$ cat src/shared/udbc_pkg.sv
// Purpose: Shared constants for the up-down and bit-output scan counters.
// Assumes: One controller cycle equals one clock edge of clock_i.
// Notes:   Widths, limits, defaults and reset values only; no timing counts are needed.
`default_nettype none
package udbc_pkg;
  // ----------------------------------------------------------------
  // Widths, limits and defaults
  // ----------------------------------------------------------------
  localparam int unsigned UDBC_PV_W        = 17;
  localparam int unsigned UDBC_SV_W        = 16;
  localparam int unsigned UDBC_BIT_W       = 8;
  localparam logic [15:0] UDBC_SV_DEFAULT  = 16'h0001;
  localparam logic [15:0] UDBC_SV_MIN      = 16'h0001;
  localparam logic [3:0]  UDBC_PTS_DEFAULT = 4'h8;
  localparam logic [3:0]  UDBC_PTS_MIN     = 4'h1;
  localparam logic [3:0]  UDBC_PTS_MAX     = 4'h8;
  // ----------------------------------------------------------------
  // Reset values and bit counter maximum
  // ----------------------------------------------------------------
  localparam logic [16:0] UDBC_PV_RST      = 17'h00000;
  localparam logic [7:0]  UDBC_BIT_RST     = 8'h00;
  localparam logic [7:0]  UDBC_BIT_MAX     = 8'hff;
endpackage : udbc_pkg
`default_nettype wire

$ cat src/rtl/udbc_counters.sv
// Purpose: Up-down counter with completion flag and 8-bit bit-output counter.
// Assumes: Count and reset inputs come from logic on clock_i; no synchroniser.
// Notes:   The present value is signed but stays between 0 and the set value.
//
// Behaviour
// - Up edge adds one, down edge subtracts one from the present value.
// - Counting up, flag sets on step set value to 0, clears on 0 to 1.
// - Counting down, flag sets below 0, clears on step down from set value.
// - Simultaneous up and down edges leave the present value unchanged.
// - Only manual reset or rst_i clears the up-down count; nothing clears it automatically.
// - Reset high forces up-down present value to 0 and flag low.
// - Reset high blocks counting; counting resumes on a fresh edge afterwards.
// - Counts clear at start; an input already high is not counted.
// - Up-down set value ranges 1 to 65535, default 1.
// - Bit counter counts upward only, from 0, one per rising edge.
// - Bit counter tops at 255 and wraps to 0 on the next edge.
// - Bit counter reset is level manual; high clears and blocks counting.
// - Output n carries count bit n-1; output 1 is the LSB.
// - Enabled bit outputs configurable 1 to 8, all 8 by default.
`timescale 1ns/10ps
`default_nettype none
module udbc_counters
  import udbc_pkg::*;
#(
  parameter logic [15:0] SET_VALUE  = UDBC_SV_DEFAULT,
  parameter logic [3:0]  OUT_POINTS = UDBC_PTS_DEFAULT
) (
  input  wire logic                  clock_i,
  input  wire logic                  rst_i,
  input  wire logic                  ud_up_i,
  input  wire logic                  ud_down_i,
  input  wire logic                  ud_reset_i,
  output logic                       ud_done_o,
  output logic signed [UDBC_PV_W-1:0] ud_pv_o,
  input  wire logic                  bc_in_i,
  input  wire logic                  bc_reset_i,
  output logic [UDBC_BIT_W-1:0]      bc_out_o
);
  // ----------------------------------------------------------------
  // Configuration
  // ----------------------------------------------------------------
  // Out-of-range settings are clamped so the block never runs unconfigured.
  localparam logic [15:0] SV_EFF  = (SET_VALUE < UDBC_SV_MIN) ? UDBC_SV_MIN : SET_VALUE;
  localparam logic [3:0]  PTS_EFF = (OUT_POINTS < UDBC_PTS_MIN) ? UDBC_PTS_MIN :
                                    (OUT_POINTS > UDBC_PTS_MAX) ? UDBC_PTS_MAX : OUT_POINTS;
  localparam logic signed [UDBC_PV_W-1:0] SV_PV = $signed({1'b0, SV_EFF});

  function automatic logic [UDBC_BIT_W-1:0] udbc_mask(input logic [3:0] pts);
    logic [UDBC_BIT_W-1:0] m;
    m = '0;
    for (int i = 0; i < UDBC_BIT_W; i++) begin
      m[i] = (i < int'(pts));
    end
    return m;
  endfunction : udbc_mask

  localparam logic [UDBC_BIT_W-1:0] OUT_MASK = udbc_mask(PTS_EFF);

  // ----------------------------------------------------------------
  // Edge detection
  // ----------------------------------------------------------------
  // Previous levels reset high so an input already high at start is not counted.
  logic up_prev_r;
  logic dn_prev_r;
  logic bc_prev_r;
  logic up_edge;
  logic dn_edge;
  logic bc_edge;

  always_ff @(posedge clock_i) begin
    if (rst_i) begin
      up_prev_r <= 1'b1;
      dn_prev_r <= 1'b1;
      bc_prev_r <= 1'b1;
    end else begin
      up_prev_r <= ud_up_i;
      dn_prev_r <= ud_down_i;
      bc_prev_r <= bc_in_i;
    end
  end

  // Previous level keeps tracking during manual reset and is forced high during rst_i,
  // so a level held high across reset is not seen as a new edge afterwards.
  assign up_edge = ud_up_i & ~up_prev_r;
  assign dn_edge = ud_down_i & ~dn_prev_r;
  assign bc_edge = bc_in_i & ~bc_prev_r;

  // ----------------------------------------------------------------
  // Up-down counter
  // ----------------------------------------------------------------
  logic signed [UDBC_PV_W-1:0] pv_r;
  logic signed [UDBC_PV_W-1:0] pv_nxt;
  logic                        done_r;
  logic                        done_nxt;

  always_comb begin
    pv_nxt   = pv_r;
    done_nxt = done_r;
    if (up_edge && !dn_edge) begin
      pv_nxt = pv_r + 17'sd1;
      if (pv_r == SV_PV) begin
        pv_nxt   = '0;
        done_nxt = 1'b1;
      end else if (pv_r == 17'sd0) begin
        done_nxt = 1'b0;
      end
    end else if (dn_edge && !up_edge) begin
      pv_nxt = pv_r - 17'sd1;
      if (pv_r == 17'sd0) begin
        pv_nxt   = SV_PV;
        done_nxt = 1'b1;
      end else if (pv_r == SV_PV) begin
        done_nxt = 1'b0;
      end
    end
  end

  // Both edges together fall through with no change. No auto clear exists.
  always_ff @(posedge clock_i) begin
    if (rst_i || ud_reset_i) begin
      pv_r <= UDBC_PV_RST;
    end else begin
      pv_r <= pv_nxt;
    end
  end

  always_ff @(posedge clock_i) begin
    if (rst_i || ud_reset_i) begin
      done_r <= 1'b0;
    end else begin
      done_r <= done_nxt;
    end
  end

  assign ud_pv_o   = pv_r;
  assign ud_done_o = done_r;

  // ----------------------------------------------------------------
  // Bit-output counter
  // ----------------------------------------------------------------
  logic [UDBC_BIT_W-1:0] bc_r;

  always_ff @(posedge clock_i) begin
    if (rst_i || bc_reset_i) begin
      bc_r <= UDBC_BIT_RST;
    end else if (bc_edge) begin
      bc_r <= bc_r + 8'h01;
    end
  end

  assign bc_out_o = bc_r & OUT_MASK;
endmodule : udbc_counters
`default_nettype wire

$ cat config.mk
export PLATFORM = sky130hd
export DESIGN_NAME = udbc_counters
export DESIGN_NICKNAME = d
export VERILOG_FILES = /design/src/shared/udbc_pkg.sv /design/src/rtl/udbc_counters.sv
export SDC_FILE = /design/constraint.sdc
export NUM_CORES = 1
export LEC_CHECK = 0
export ABC_AREA = 1
export BUFFER_PORTS_ARGS = -buffer_cell sky130_fd_sc_hd__buf_2
export CAP_MARGIN = 15
export CORE_AREA = 3 3 99 101
export DETAILED_ROUTE_END_ITERATION = 10
export DIE_AREA = 0 0 102 104
export PLACE_DENSITY = 0.5
export SLEW_MARGIN = 20
export SYNTH_ARGS = -nofsm -noshare
export SYNTH_HDL_FRONTEND = slang
export SYNTH_SLANG_ARGS = --single-unit
export TNS_END_PERCENT = 50
$ cat constraint.sdc
create_clock -name clock_i -period 2.6 [get_ports clock_i]
set_input_delay 0.26 -clock clock_i [delete_from_list [all_inputs] [get_ports clock_i]]
set_output_delay 0.26 -clock clock_i [all_outputs]
set_load 0.02 [all_outputs]
* Word-level counts from Yosys, hierarchy flattened
Cells that the tools add are included.
** Operators by class
- $add $sub $neg :: 3
- Equality and inequality tests :: 1
- Multiplexer cells :: 10
- Bitwise logic cells :: 6
- Reductions and logical operators :: 10
** Operators by type and width (count)
- $mux 17 :: 4
- $add 17x2->17 const B :: 1
- $eq 17x2->1 const B :: 1
- $logic_not 17->1 :: 1
- $sub 17x2->17 const B :: 1
- $add 8x1->8 const B :: 1
- $mux 1 :: 6
- $reduce_bool 2->1 :: 2
- $and 1x1->1 :: 3
- $not 1->1 :: 3
- $logic_and 1x1->1 :: 2
- $logic_not 1->1 :: 2
- $logic_or 1x1->1 :: 2
- $reduce_and 2->1 :: 1
** Word-level totals
- Flip-flop bits (word level) :: 29
- Input port bits :: 7
- Output and inout port bits :: 26
- Word-level logic and storage cells :: 36

* Longest topological paths before layout
Gate-level depths: netlist of the first run.
- Depth in word-level cells :: 6
- Gate-level depth with buffers :: 12

* Worst setup path after synthesis of the first run
OpenSTA, ideal clock, no wires.
- Path kind :: flip-flop to flip-flop
- Start :: register pv_r[0] (netlist: ud_pv_o[0])
- End :: register pv_r[11] (netlist: ud_pv_o[11])
- Setup time :: 0.109 ns
- Arrival time :: 1.546 ns
- Required time :: 2.491 ns
- Slack :: 0.945 ns
- Stages on the path, launching flop included :: 13
- Buffers on the path :: 1
- Period minus slack after synthesis :: 1.655 ns
- Path through :: dfxtp_1 inv_1 ha_1 nand3_4 nor2_4 nand3_4 nand2_2 inv_2 buf_6 nand2_2 nand3_2 nand2_1 inv_1
** On the way
- Word-level cells in the longest chain between the ends :: 4
- Elaborated cells between the ends (all ways) :: 8
** Ends and longest elaborated chain
- start: declaration :: RTL line udbc_counters.sv:91 : logic signed [UDBC_PV_W-1:0] pv_r;
- start signal: assignment :: RTL line udbc_counters.sv:123 : pv_r <= pv_nxt;
- $sub 17x2->17 / $logic_not 17->1 (equally long branches) :: RTL line udbc_counters.sv:108, udbc_counters.sv:109
- $mux 17 :: RTL line udbc_counters.sv:109 : if (pv_r == 17'sd0) begin
- $mux 17 :: RTL line udbc_counters.sv:107 : end else if (dn_edge && !up_edge) begin
- $mux 17 (*) :: RTL line udbc_counters.sv:99 : if (up_edge && !dn_edge) begin
Every way passes the cells marked *; elsewhere a longest branch is shown, timed or not. The select of a mux whose other input is x is not followed.
A chain may end at the register's enable or synchronous reset.

* Worst setup path in the final report of the first run
- Start :: register pv_r[0] (netlist: ud_pv_o[0])
- End :: register pv_r[4] (netlist: ud_pv_o[4])
The elaborated chain is that of the path after synthesis.

==> flow_summary.rst, run 1 <==
.. list-table::
   :header-rows: 1

   * - Metric
     - Value
   * - Status
     - complete, no violations
   * - Synthesis Warnings
     - 0
   * - Predominant post-synthesis flop cell
     - sky130_fd_sc_hd__dfxtp_1
   * - Count of fill cells added during filler insertion
     - 1046
   * - TritonCTS clock tree
     - done
   * - Ratio of total power to cell area
     - roughly 480 nW/um^2
   * - Final antenna diode count
     - 0
   * - Vias in the first global route
     - 2104
   * - Worst slew slack as a fraction of its limit
     - 0.7126
   * - Maxcap violations
     - 0
   * - Worst clock skew
     - 2.620 ps
   * - Data arrival time of the critical path
     - 2000 ps
   * - List of most frequent post-synthesis cells
     - 90 x sky130_fd_sc_hd__nand2_1, 51 x sky130_fd_sc_hd__nor2_1, 43 x sky130_fd_sc_hd__inv_1, 29 x sky130_fd_sc_hd__dfxtp_1, 28 x sky130_fd_sc_hd__nand3_1
   * - Share of flip-flops with an asynchronous set or reset after synthesis
     - 0
   * - Sequential fraction of the synthesis area
     - 0.2610
   * - Post-route fraction of the period consumed by the critical path
     - 0.6846
   * - Remaining number of nets flagged by the antenna check after routing
     - 0
   * - Hold Path Class
     - primary input to flop
   * - Detailed-route vias per instance
     - between 4 and 5
   * - Synth cell types
     - 32
   * - Hold violation count in the final report
     - 0
   * - Capture instance of the worst register-to-register path
     - ud_pv_o[4]
   * - Wire length after detailed routing
     - roughly 6100 um
   * - Wire length per cell
     - 12.06 um
   * - Post-CTS sizing
     - 0
   * - Ratio of cells with drive above 1 in the final layout
     - 0.1688
   * - Slowest cell on crit path
     - sky130_fd_sc_hd__dfxtp_1
   * - Pin count of the biggest net entering global routing
     - 18
   * - Critical register-to-register path startpoint
     - ud_pv_o[0]
   * - Mean cell area of the mapped netlist
     - roughly 6.2 um^2
   * - Cells after synthesis
     - 360
   * - Setup slack after layout
     - 820.0 ps
   * - Num CTS Buffers
     - 5
   * - Cell count of the worst reg-to-reg path
     - 9
   * - Final total negative setup slack
     - 0 ps
   * - Vias post-DR
     - 2250
   * - Number of failing setup endpoints in the final timing report
     - 0
   * - HPWL after detailed placement
     - 4584 um
   * - Type of element launching the critical path
     - flop
   * - Type of the worst setup path
     - flop to flop
   * - Number of nets in the layout
     - 402
   * - Post-synthesis register bit count
     - 29
   * - Largest stage delay, worst path
     - approximately 440 ps
   * - H-tree levels
     - 2
   * - DP Worst Slack
     - between 800 and 900 ps
   * - Post-CTS setup buffer count
     - 0
   * - Worst Tran Pin Value
     - 430.5 ps
   * - Placeable Area
     - approximately 9100 um^2
   * - Setup repair after global routing missed its margin
     - false
   * - Cell chain of the critical path
     - inv_1, ha_1, nand3_4, nor2_4, nand3_4, nand2_2, inv_2, o21ai_0, a21oi_1
   * - Maximum operating frequency
     - 561.8 MHz
   * - Shortest clock period the worst path allows after layout
     - 1780 ps
   * - Clock Tree Root
     - sky130_fd_sc_hd__clkbuf_8
   * - Top cells by area, synth
     - sky130_fd_sc_hd__dfxtp_1 26%, sky130_fd_sc_hd__nand2_1 15%, sky130_fd_sc_hd__nor2_1 8.6%
   * - Final estimated routing congestion in global placement
     - between 0.8 and 0.9
   * - Core Rows
     - 35
   * - Starting DRC count in detailed routing
     - a little over 90
   * - CTS Sinks
     - 29
   * - Top-level I/O count
     - 33
   * - Peak VDD IR
     - 0.0001713 V
   * - Number of enable flip-flop cells after synthesis
     - 0
   * - R2R Setup Slk
     - 820 ps
   * - Area growth from synthesis to layout
     - 14.40%
   * - Initial antenna violation count
     - 0
   * - Overall routing resource usage
     - 0.1209
   * - Effective utilization at floorplan
     - 0.2442
   * - Leading cell type by number of instances after synthesis
     - sky130_fd_sc_hd__nand2_1
   * - Die area
     - between 10000 and 15000 um^2
   * - Cell area after synthesis
     - 2225 um^2
   * - CP Data Required Time
     - 2820 ps
   * - Global-route wire length before repair
     - 10420 um
   * - Sort of element at the end of the critical path
     - flop
   * - Biggest area consumer among synthesized cells
     - sky130_fd_sc_hd__dfxtp_1
   * - Cell seen most often among critical-path stages
     - sky130_fd_sc_hd__nand3_4
   * - Clock-pin slew on the worst setup and hold paths
     - approximately 70 ps
   * - Synth Net Count
     - 372
   * - Detailed-router iteration count before antenna repair
     - 4
   * - Chip Height
     - 104 um
   * - X dimension of the die
     - 102 um
   * - Crit path from
     - ud_pv_o[0]
   * - Gr ovfl total
     - 0
   * - Latest clock arrival within the worst-skew pair
     - 280 ps
   * - Remaining design rule violation count
     - 0
   * - Largest fanout on the critical path
     - 11
   * - Max-slew violations
     - 0
   * - Largest buffer count on any clock path
     - 2
   * - Hold buffer count at cts
     - 0
   * - Top-area cell type share of the netlist area
     - 0.2610
   * - Port bufs
     - 32
   * - Total leakage power
     - between 1 and 1.5 nW
   * - Crit path capture
     - ud_pv_o[4]
[cells by family after synthesis]
logic type	after synthesis	synth area share
AOI/OAI and AO/OA	50	0.1159
and+or+nand+nor	204	0.4263
adders and majority gates	5	0.02812
xor gates and xnor gates	11	0.04331
DFF	29	0.2610
buffers and inverters	61	0.1254
[area by class of cell]
cell class	count	area [um^2]	share of cell area
sequential	29	580.6	0.2281
timing repair buffer	37	197.7	0.07768
multi-input combinational	270	1365	0.5364
clock inverter	3	17.52	0.006883
tap	111	138.9	0.05457
clock buffer	5	68.82	0.02704
inverter	47	176.4	0.06932
[worst max-delay path, delay by kind of cell (launching register included)]
| family | cells | cell delay (ps) |
|---|---|---|
| flops | 1 | 440 |
| simple gates | 4 | 370 |
| buf+inv | 2 | 320 |
| compound gates | 2 | 320 |
| fa+ha+maj | 1 | 260 |
[placed cells by master, fill, tap and decap left out]
cell type / n
sky130_fd_sc_hd__inv_1: 43
sky130_fd_sc_hd__or2_2: 1
sky130_fd_sc_hd__nor4_1: 1
sky130_fd_sc_hd__nand3_1: 28
sky130_fd_sc_hd__nor2_2: 1
sky130_fd_sc_hd__a21oi_1: 26
sky130_fd_sc_hd__nand4_1: 7
sky130_fd_sc_hd__nand2_2: 5
sky130_fd_sc_hd__inv_2: 2
sky130_fd_sc_hd__xor2_1: 11
sky130_fd_sc_hd__nor2_4: 7
sky130_fd_sc_hd__and3_1: 1
sky130_fd_sc_hd__nand3b_1: 1
sky130_fd_sc_hd__buf_2: 32
sky130_fd_sc_hd__o21a_1: 1
sky130_fd_sc_hd__nand3_4: 2
sky130_fd_sc_hd__clkinvlp_4: 1
sky130_fd_sc_hd__buf_4: 5
sky130_fd_sc_hd__nand2_1: 90
sky130_fd_sc_hd__nor2_1: 51
sky130_fd_sc_hd__nor3_1: 6
sky130_fd_sc_hd__clkinv_2: 2
sky130_fd_sc_hd__clkbuf_8: 5
sky130_fd_sc_hd__a31oi_1: 1
sky130_fd_sc_hd__dfxtp_1: 29
sky130_fd_sc_hd__o21ai_0: 21
sky130_fd_sc_hd__a21oi_2: 1
sky130_fd_sc_hd__nor3b_1: 1
sky130_fd_sc_hd__ha_1: 5
sky130_fd_sc_hd__clkinv_1: 2
sky130_fd_sc_hd__nand3_2: 2
[flip-flops by register name (all words and copies together) (netlist names)]
register   flops
ud_pv_o       17
bc_out_o       8
bc_prev_r      1
dn_prev_r      1
ud_done_o      1
up_prev_r      1
[layer usage]
layer	vias up	share of wire	GRT usage
met3	8	0.030	0.02146
met5	-	0	0
met1	1007	0.49	0.1659
met2	30	0.46	0.1917
li1	1205	-	-
met4	0	0.015	0.03561
[stage by stage]
step	hold WS (ps)	cells	util	area [um^2]	power [W]
6_report	153.4	502	0.2794	2545	0.001211
5_1_grt	157.8	502	0.2794	2545	0.001300
4_1_cts	148.6	502	0.2794	2545	0.001229
3_5_place_dp	450.1	494	0.2699	2459	0.0008440
3_3_place_gp	446.4	494	0.2699	2459	0.0008469
2_1_floorplan	351.7	360	-	2225	0.0007715
[worst min-delay path by stage]
stage,slack (ps),end,start,depth (start not counted)
global placement,450,dn_prev_r,ud_down_i,3
global route,160,dn_prev_r,ud_down_i,3
finish,150,dn_prev_r,ud_down_i,3
detailed placement,450,dn_prev_r,ud_down_i,3
CTS,150,dn_prev_r,ud_down_i,3
floorplan,350,dn_prev_r,ud_down_i,2
[power by group]
part           internal (W)  switching [W]
clock network      0.000185       0.000196
registers          0.000459      0.0000291
logic              0.000118       0.000224
No activity file was read; power rests on OpenSTA's default activity.
==> inputs of run 2 (changes only) <==
Settings changed: ABC_AREA 1 to 0, CORE_AREA 3 3 99 101 to 3 3 96 98, DIE_AREA 0 0 102 104 to 0 0 99 101.
Clock period 2.6 ns to 1.7 ns, I/O delays scaled along.
==> flow_summary.rst, run 2 <==
.. list-table::
   :header-rows: 1

   * - Metric
     - Value
   * - Maxcap violations
     - 0
   * - Top-area cell type share of the netlist area
     - 0.2795
   * - Max-slew violations
     - 0
   * - Largest fanout on the critical path
     - 3
   * - Status
     - finished, violations left
   * - Detailed-route vias per instance
     - roughly 5.2
   * - Vias post-DR
     - 2450
   * - Crit path from
     - up_prev_r
   * - Type of element launching the critical path
     - flop
   * - Post-route fraction of the period consumed by the critical path
     - 1.073
   * - Maximum operating frequency
     - approximately 550 MHz
   * - Critical register-to-register path startpoint
     - up_prev_r
   * - Chip Height
     - slightly above 100 um
   * - Initial antenna violation count
     - 0
   * - Synth cell types
     - 58
   * - Synth Net Count
     - 275
   * - HPWL after detailed placement
     - 5401 um
   * - Starting DRC count in detailed routing
     - about 120
   * - Synthesis Warnings
     - 0
   * - Share of flip-flops with an asynchronous set or reset after synthesis
     - 0
   * - Post-synthesis adder-cell area fraction
     - 0.03012
   * - Num CTS Buffers
     - 5
   * - Worst Min Path Start
     - bc_in_i
   * - Final estimated routing congestion in global placement
     - 0.8346
   * - Gr ovfl total
     - 0
   * - Latest clock arrival within the worst-skew pair
     - 290 ps
   * - Detailed-router iteration count before antenna repair
     - 4
   * - Total power draw
     - about 0.0024 W
   * - Cell chain of the critical path
     - nor2b_4, ha_4, or4_4, nor3_4, nand2_1, o2111ai_1, nand3b_1
   * - Leading cell type by number of instances after synthesis
     - sky130_fd_sc_hd__dfxtp_1
   * - Hold violation count in the final report
     - 0
   * - Largest buffer count on any clock path
     - 2
   * - Mean cell area of the mapped netlist
     - roughly 7.9 um^2
   * - Final total negative setup slack
     - -742.1 ps
   * - Worst clock skew
     - 10.20 ps
   * - Remaining number of nets flagged by the antenna check after routing
     - 0
   * - Number of failing setup endpoints in the final timing report
     - 13
   * - DP Worst Slack
     - -166.6 ps
   * - Ratio of cells with drive above 1 in the final layout
     - 0.5235
   * - Commonest non-fill, non-tap cells in the layout
     - 70 x sky130_fd_sc_hd__buf_4, 32 x sky130_fd_sc_hd__buf_2, 25 x sky130_fd_sc_hd__nor2_1
   * - Total leakage power
     - 1.427 nW
   * - Basic-gate share of the synthesized area counting and, or, nand and nor cells
     - 0.3675
   * - Placeable Area
     - 8551 um^2
   * - Number of flip-flops under the largest register name
     - 17
   * - Data arrival time of the critical path
     - 1990 ps
   * - Area of placed instances
     - between 2000 and 3000 um^2
   * - CP Data Required Time
     - 1870 ps
   * - Number of enable flip-flop cells after synthesis
     - 0
   * - Setup repair after global routing missed its margin
     - true
   * - Vias in the first global route
     - 2407
   * - Type of the worst setup path
     - flop to flop
   * - Sort of element at the end of the critical path
     - flop
   * - Worst Tran Pin Value
     - 460.7 ps
   * - Pin count of the biggest net entering global routing
     - 18
   * - Remaining design rule violation count
     - 0
   * - Predominant post-synthesis flop cell
     - sky130_fd_sc_hd__dfxtp_1
   * - Die area
     - 9999 um^2
   * - Area growth from synthesis to layout
     - 61.51%
   * - Count of fill cells added during filler insertion
     - 846
   * - Slowest cell on crit path
     - sky130_fd_sc_hd__or4_4
   * - Sequential fraction of the synthesis area
     - 0.2795
   * - List of most frequent post-synthesis cells
     - 29 x sky130_fd_sc_hd__dfxtp_1, 26 x sky130_fd_sc_hd__nor2_1, 21 x sky130_fd_sc_hd__nand2_1, 17 x sky130_fd_sc_hd__nand3_1, 12 x sky130_fd_sc_hd__a21oi_1
   * - Multiplexer share of the synthesized area
     - 0.03072
   * - Commonest non-fill, non-tap cell in the layout
     - sky130_fd_sc_hd__buf_4
   * - Effective utilization at floorplan
     - 0.2429
   * - Global-route wire length before repair
     - ~12000 um
   * - Port bufs
     - 32
   * - Biggest area consumer among synthesized cells
     - sky130_fd_sc_hd__dfxtp_1
   * - Cell area after synthesis
     - 2077 um^2
   * - Ratio of total power to cell area
     - about 700 nW/um^2
   * - Failing checks
     - negative setup slack
   * - Shortest clock period the worst path allows after layout
     - 1825 ps
   * - Combinational family with the most area after synthesis
     - simple AND/OR/NAND/NOR gates
   * - Synthesized-area fraction occupied by ao, oa, aoi and oai cells
     - 0.1699
   * - Top-level I/O count
     - 33
   * - Final non-filler cell area
     - roughly 3400 um^2
   * - Hold Path Class
     - primary input to flop
   * - Post-synthesis register bit count
     - 29
   * - Number of nets in the layout
     - 372
   * - Top cells by area, synth
     - sky130_fd_sc_hd__dfxtp_1 28%, sky130_fd_sc_hd__nor2_1 4.7%, sky130_fd_sc_hd__nand3_1 4.1%
   * - Largest stage delay, worst path
     - ~450 ps
   * - Cells after synthesis
     - 263
   * - Worst slew slack as a fraction of its limit
     - 0.6905
   * - Wire length per cell
     - 15.89 um
   * - Overall routing resource usage
     - 0.1449
   * - Fraction of synthesized cell area in xor and xnor cells
     - 0.05904
   * - Peak VDD IR
     - 0.0003987 V
   * - Clock Tree Root
     - sky130_fd_sc_hd__clkbuf_8
   * - Core Rows
     - 34
   * - Post-route worst hold slack
     - slightly above 80 ps
   * - X dimension of the die
     - a little under 100 um
   * - H-tree levels
     - 2
   * - CTS Sinks
     - 29
   * - Clock-pin slew on the worst setup and hold paths
     - around 70 ps
   * - Final antenna diode count
     - 0
   * - Wire length after detailed routing
     - 7451 um
   * - Setup slack after layout
     - -124.9 ps
   * - TritonCTS clock tree
     - done
run 2: cell count changes in the layout (fill, tap and decap cells not counted), sizes merged, moves of 5 or more:
cell	delta
a22oi	+6
nand2	-74
or4	+5
nor2	-33
buf	+75
a21oi	-15
o21ai	-14
nand3	-15
o22ai	+5
xnor2	+7
inv	-40
nor4	+7
run 2: worst paths after layout:
path	endpoint	slack (ps)	cells past startpoint
hold / removal	bc_prev_r	80	2
setup / recovery	ud_pv_o[13]	-120	7
hold reg to reg	ud_done_o	490	2
setup reg to reg	ud_pv_o[13]	-120	7
run 2: routing by layer:
metal / routed length [um] / global-route usage
met5: 0 / 0
met4: 162 / 0.05882
met1: 3271 / 0.1858
met2: 3639 / 0.2443
met3: 378 / 0.02007
run 2: timing repair:
action | CTS | global route
setup buffers | 7 | 7
pin swaps | 10 | 18
setup endpoints to repair | 15 | 18
endpoints found under the hold margin | 0 | 0
gates resized for setup | 21 | 34
hold buffers | 0 | 0
run 2: worst max-delay path: cells and delay by family (launching register included):
kind	cells	cell delay, ps
AO/OA/AOI/OAI	1	90
adder cells (fa/ha/maj)	1	210
flip-flops	1	340
AND/OR/NAND/NOR	5	1070
run 2: kinds of logic after synthesis:
group / count (synthesis)
compound gates: 52
xor+xnor: 14
fa+ha+maj: 5
buf+inv: 27
flops: 29
mux: 6
simple gates: 130
run 2: metrics by stage:
step	cells	utilization
finish	469	0.3923
global route	469	0.3923
CTS	462	0.3680
detailed placement	447	0.3349
global placement	447	0.3349
floorplan	263	-
run 2: area by class of cell:
type                       count  area (um^2)  share of cell area
clock inverter                 2        35.03             0.01044
multi-input combinational    207         1658              0.4942
sequential                    29        604.3              0.1802
tap                          108        135.1             0.04028
clock buffer                   6        93.84             0.02797
timing repair buffer         112        807.0              0.2406
inverter                       5        21.27            0.006341
run 2: power breakdown:
group          switching [W]  internal (W)
Combinational       0.000398      0.000403
Sequential         0.0000245      0.000696
Clock               0.000308      0.000523
==> inputs of run 3 (changes only) <==
Settings changed: BUFFER_PORTS_ARGS -buffer_cell sky130_fd_sc_hd__buf_2 to -buffer_cell sky130_fd_sc_hd__clkbuf_2, CORE_AREA 3 3 96 98 to 3 3 77 79, DIE_AREA 0 0 99 101 to 0 0 80 82, PLACE_DENSITY 0.5 to 0.67.
==> flow_summary.rst, run 3 (same netlist as run 2, synthesis figures left out) <==
.. list-table::
   :header-rows: 1

   * - Metric
     - Value
   * - Latest clock arrival within the worst-skew pair
     - 290 ps
   * - Final total negative setup slack
     - -762.5 ps
   * - Max-slew violations
     - 0
   * - Number of nets in the layout
     - 379
   * - Setup slack after layout
     - -104.0 ps
   * - Effective utilization at floorplan
     - 0.3843
   * - Top-level I/O count
     - 33
   * - Cell count of the worst reg-to-reg path
     - 6
   * - Worst clock skew
     - about 5.2 ps
   * - Remaining number of nets flagged by the antenna check after routing
     - 0
   * - Count of fill cells added during filler insertion
     - 460
   * - Sort of element at the end of the critical path
     - flop
   * - Cell depth of the worst min-delay path
     - 2
   * - Area growth from synthesis to layout
     - 57.77%
   * - Detailed-router iteration count before antenna repair
     - 4
   * - Number of flip-flops under the largest register name
     - 17
   * - Hold buffer count at cts
     - 0
   * - Setup repair after global routing missed its margin
     - true
   * - Ratio of cells with drive above 1 in the final layout
     - 0.5136
   * - Total leakage power
     - between 1 and 1.5 nW
   * - Num CTS Buffers
     - 5
   * - Initial antenna violation count
     - 0
   * - CTS Sinks
     - 29
   * - Worst Min Path Start
     - bc_in_i
   * - Peak VDD IR
     - 0.0003649 V
   * - Maximum operating frequency
     - 554.3 MHz
   * - Ratio of total power to cell area
     - 653.4 nW/um^2
   * - Post-route fraction of the period consumed by the critical path
     - 1.061
   * - Data arrival time of the critical path
     - 2030 ps
   * - Vias post-DR
     - 2465
   * - HPWL after detailed placement
     - approximately 4700 um
   * - Commonest non-fill, non-tap cells in the layout
     - 75 x sky130_fd_sc_hd__buf_4, 32 x sky130_fd_sc_hd__clkbuf_2, 23 x sky130_fd_sc_hd__nor2_1
   * - Hold violation count in the final report
     - 0
   * - Detailed-route vias per instance
     - 5.602
   * - Largest buffer count on any clock path
     - 2
   * - Area of placed instances
     - 2804 um^2
   * - Placeable Area
     - 5405 um^2
   * - Number of failing setup endpoints in the final timing report
     - 13
   * - Wire length after detailed routing
     - approximately 7300 um
   * - H-tree levels
     - 2
   * - Final non-filler cell area
     - 3277 um^2
   * - Hold Path Class
     - primary input to flop
   * - Pin count of the biggest net entering global routing
     - 21
   * - Clock-pin slew on the worst setup and hold paths
     - 70 ps
   * - Largest fanout on the critical path
     - 4
   * - Chip Height
     - 82 um
   * - Final estimated routing congestion in global placement
     - roughly 0.91
   * - Commonest non-fill, non-tap cell in the layout
     - sky130_fd_sc_hd__buf_4
   * - Wire length per cell
     - 16.57 um
   * - Shortest clock period the worst path allows after layout
     - 1804 ps
   * - Worst slew slack as a fraction of its limit
     - 0.7277
   * - CP Data Required Time
     - 1930 ps
   * - Global-route wire length before repair
     - 10830 um
   * - TritonCTS clock tree
     - done
   * - Type of the worst setup path
     - flop to flop
   * - Port bufs
     - 32
   * - Worst Tran Pin Value
     - 404.6 ps
   * - Type of element launching the critical path
     - flop
   * - Starting DRC count in detailed routing
     - 209
   * - Remaining design rule violation count
     - 0
   * - Final antenna diode count
     - 0
   * - Die area
     - 6560 um^2
   * - Vias in the first global route
     - 2249
   * - Gr ovfl total
     - 0
   * - Crit path from
     - ud_pv_o[0]
   * - Core Rows
     - 27
   * - Overall routing resource usage
     - 0.2132
   * - Status
     - finished, violations left
   * - Clock Tree Root
     - sky130_fd_sc_hd__clkbuf_8
   * - Maxcap violations
     - 0
   * - Failing checks
     - negative setup slack
   * - X dimension of the die
     - 80 um
   * - Critical register-to-register path startpoint
     - ud_pv_o[0]
==> run 3: timing repair <==
item,in CTS,in global routing
endpoints found under the setup margin,16,17
pin swaps,9,19
setup buffers,11,12
gates resized for setup,26,31
==> run 3: final timing paths <==
kind | to | slack, ps
hold reg to reg | bc_out_o[7] | 510
setup / recovery | ud_pv_o[15] | -100
hold / removal | bc_prev_r | 70
setup reg to reg | ud_pv_o[15] | -100
==> run 3: metal layers <==
layer,GRT usage,share of wire,vias up,routed length [um]
met5,0,0,-,0
met4,0.09291,0.028,0,203
met3,0.03618,0.079,22,578
met2,0.3518,0.47,101,3431
met1,0.2731,0.42,1153,3078
li1,-,-,1189,-
==> run 3: critical path: stages (launching register included) <==
cell                      delay, ps
sky130_fd_sc_hd__dfxtp_4        380
sky130_fd_sc_hd__buf_6          120
sky130_fd_sc_hd__nand4_1        170
sky130_fd_sc_hd__nor2_2         170
sky130_fd_sc_hd__or4b_1         420
sky130_fd_sc_hd__or4_1          400
sky130_fd_sc_hd__nand3_1         90
==> run 3: area by class of cell <==
type,count,area (um^2),share of cell area
Clock buffer,5,68.82,0.02100
Clock inverter,3,16.27,0.004964
Inverter,5,23.77,0.007255
Multi-Input combinational cell,207,1603,0.4891
Sequential cell,29,616.8,0.1882
Tap cell,72,90.09,0.02749
Timing Repair Buffer,119,858.3,0.2619
==> run 3: per-stage QoR <==
stage	utilization	hold slack, ps	std cells	power, W	setup WS [ps]
2_1_floorplan	-	273.8	263	0.001131	-84.12
3_3_place_gp	0.5188	364.0	409	0.001332	-143.5
3_5_place_dp	0.5188	372.1	409	0.001336	-101.2
4_1_cts	0.5660	67.84	428	0.002019	-86.26
5_1_grt	0.6063	70.35	440	0.002233	-153.4
6_report	0.6063	73.96	440	0.002141	-104.0
==> run 3: power breakdown <==
group	switching, W	leakage, nW	total [W]	internal [W]
clock network	0.000304	0.0482	0.000588	0.000284
registers	0.0000268	0.244	0.000717	0.000690
logic	0.000411	1.07	0.000836	0.000425
total	0.000742	1.36	0.00214	0.00140
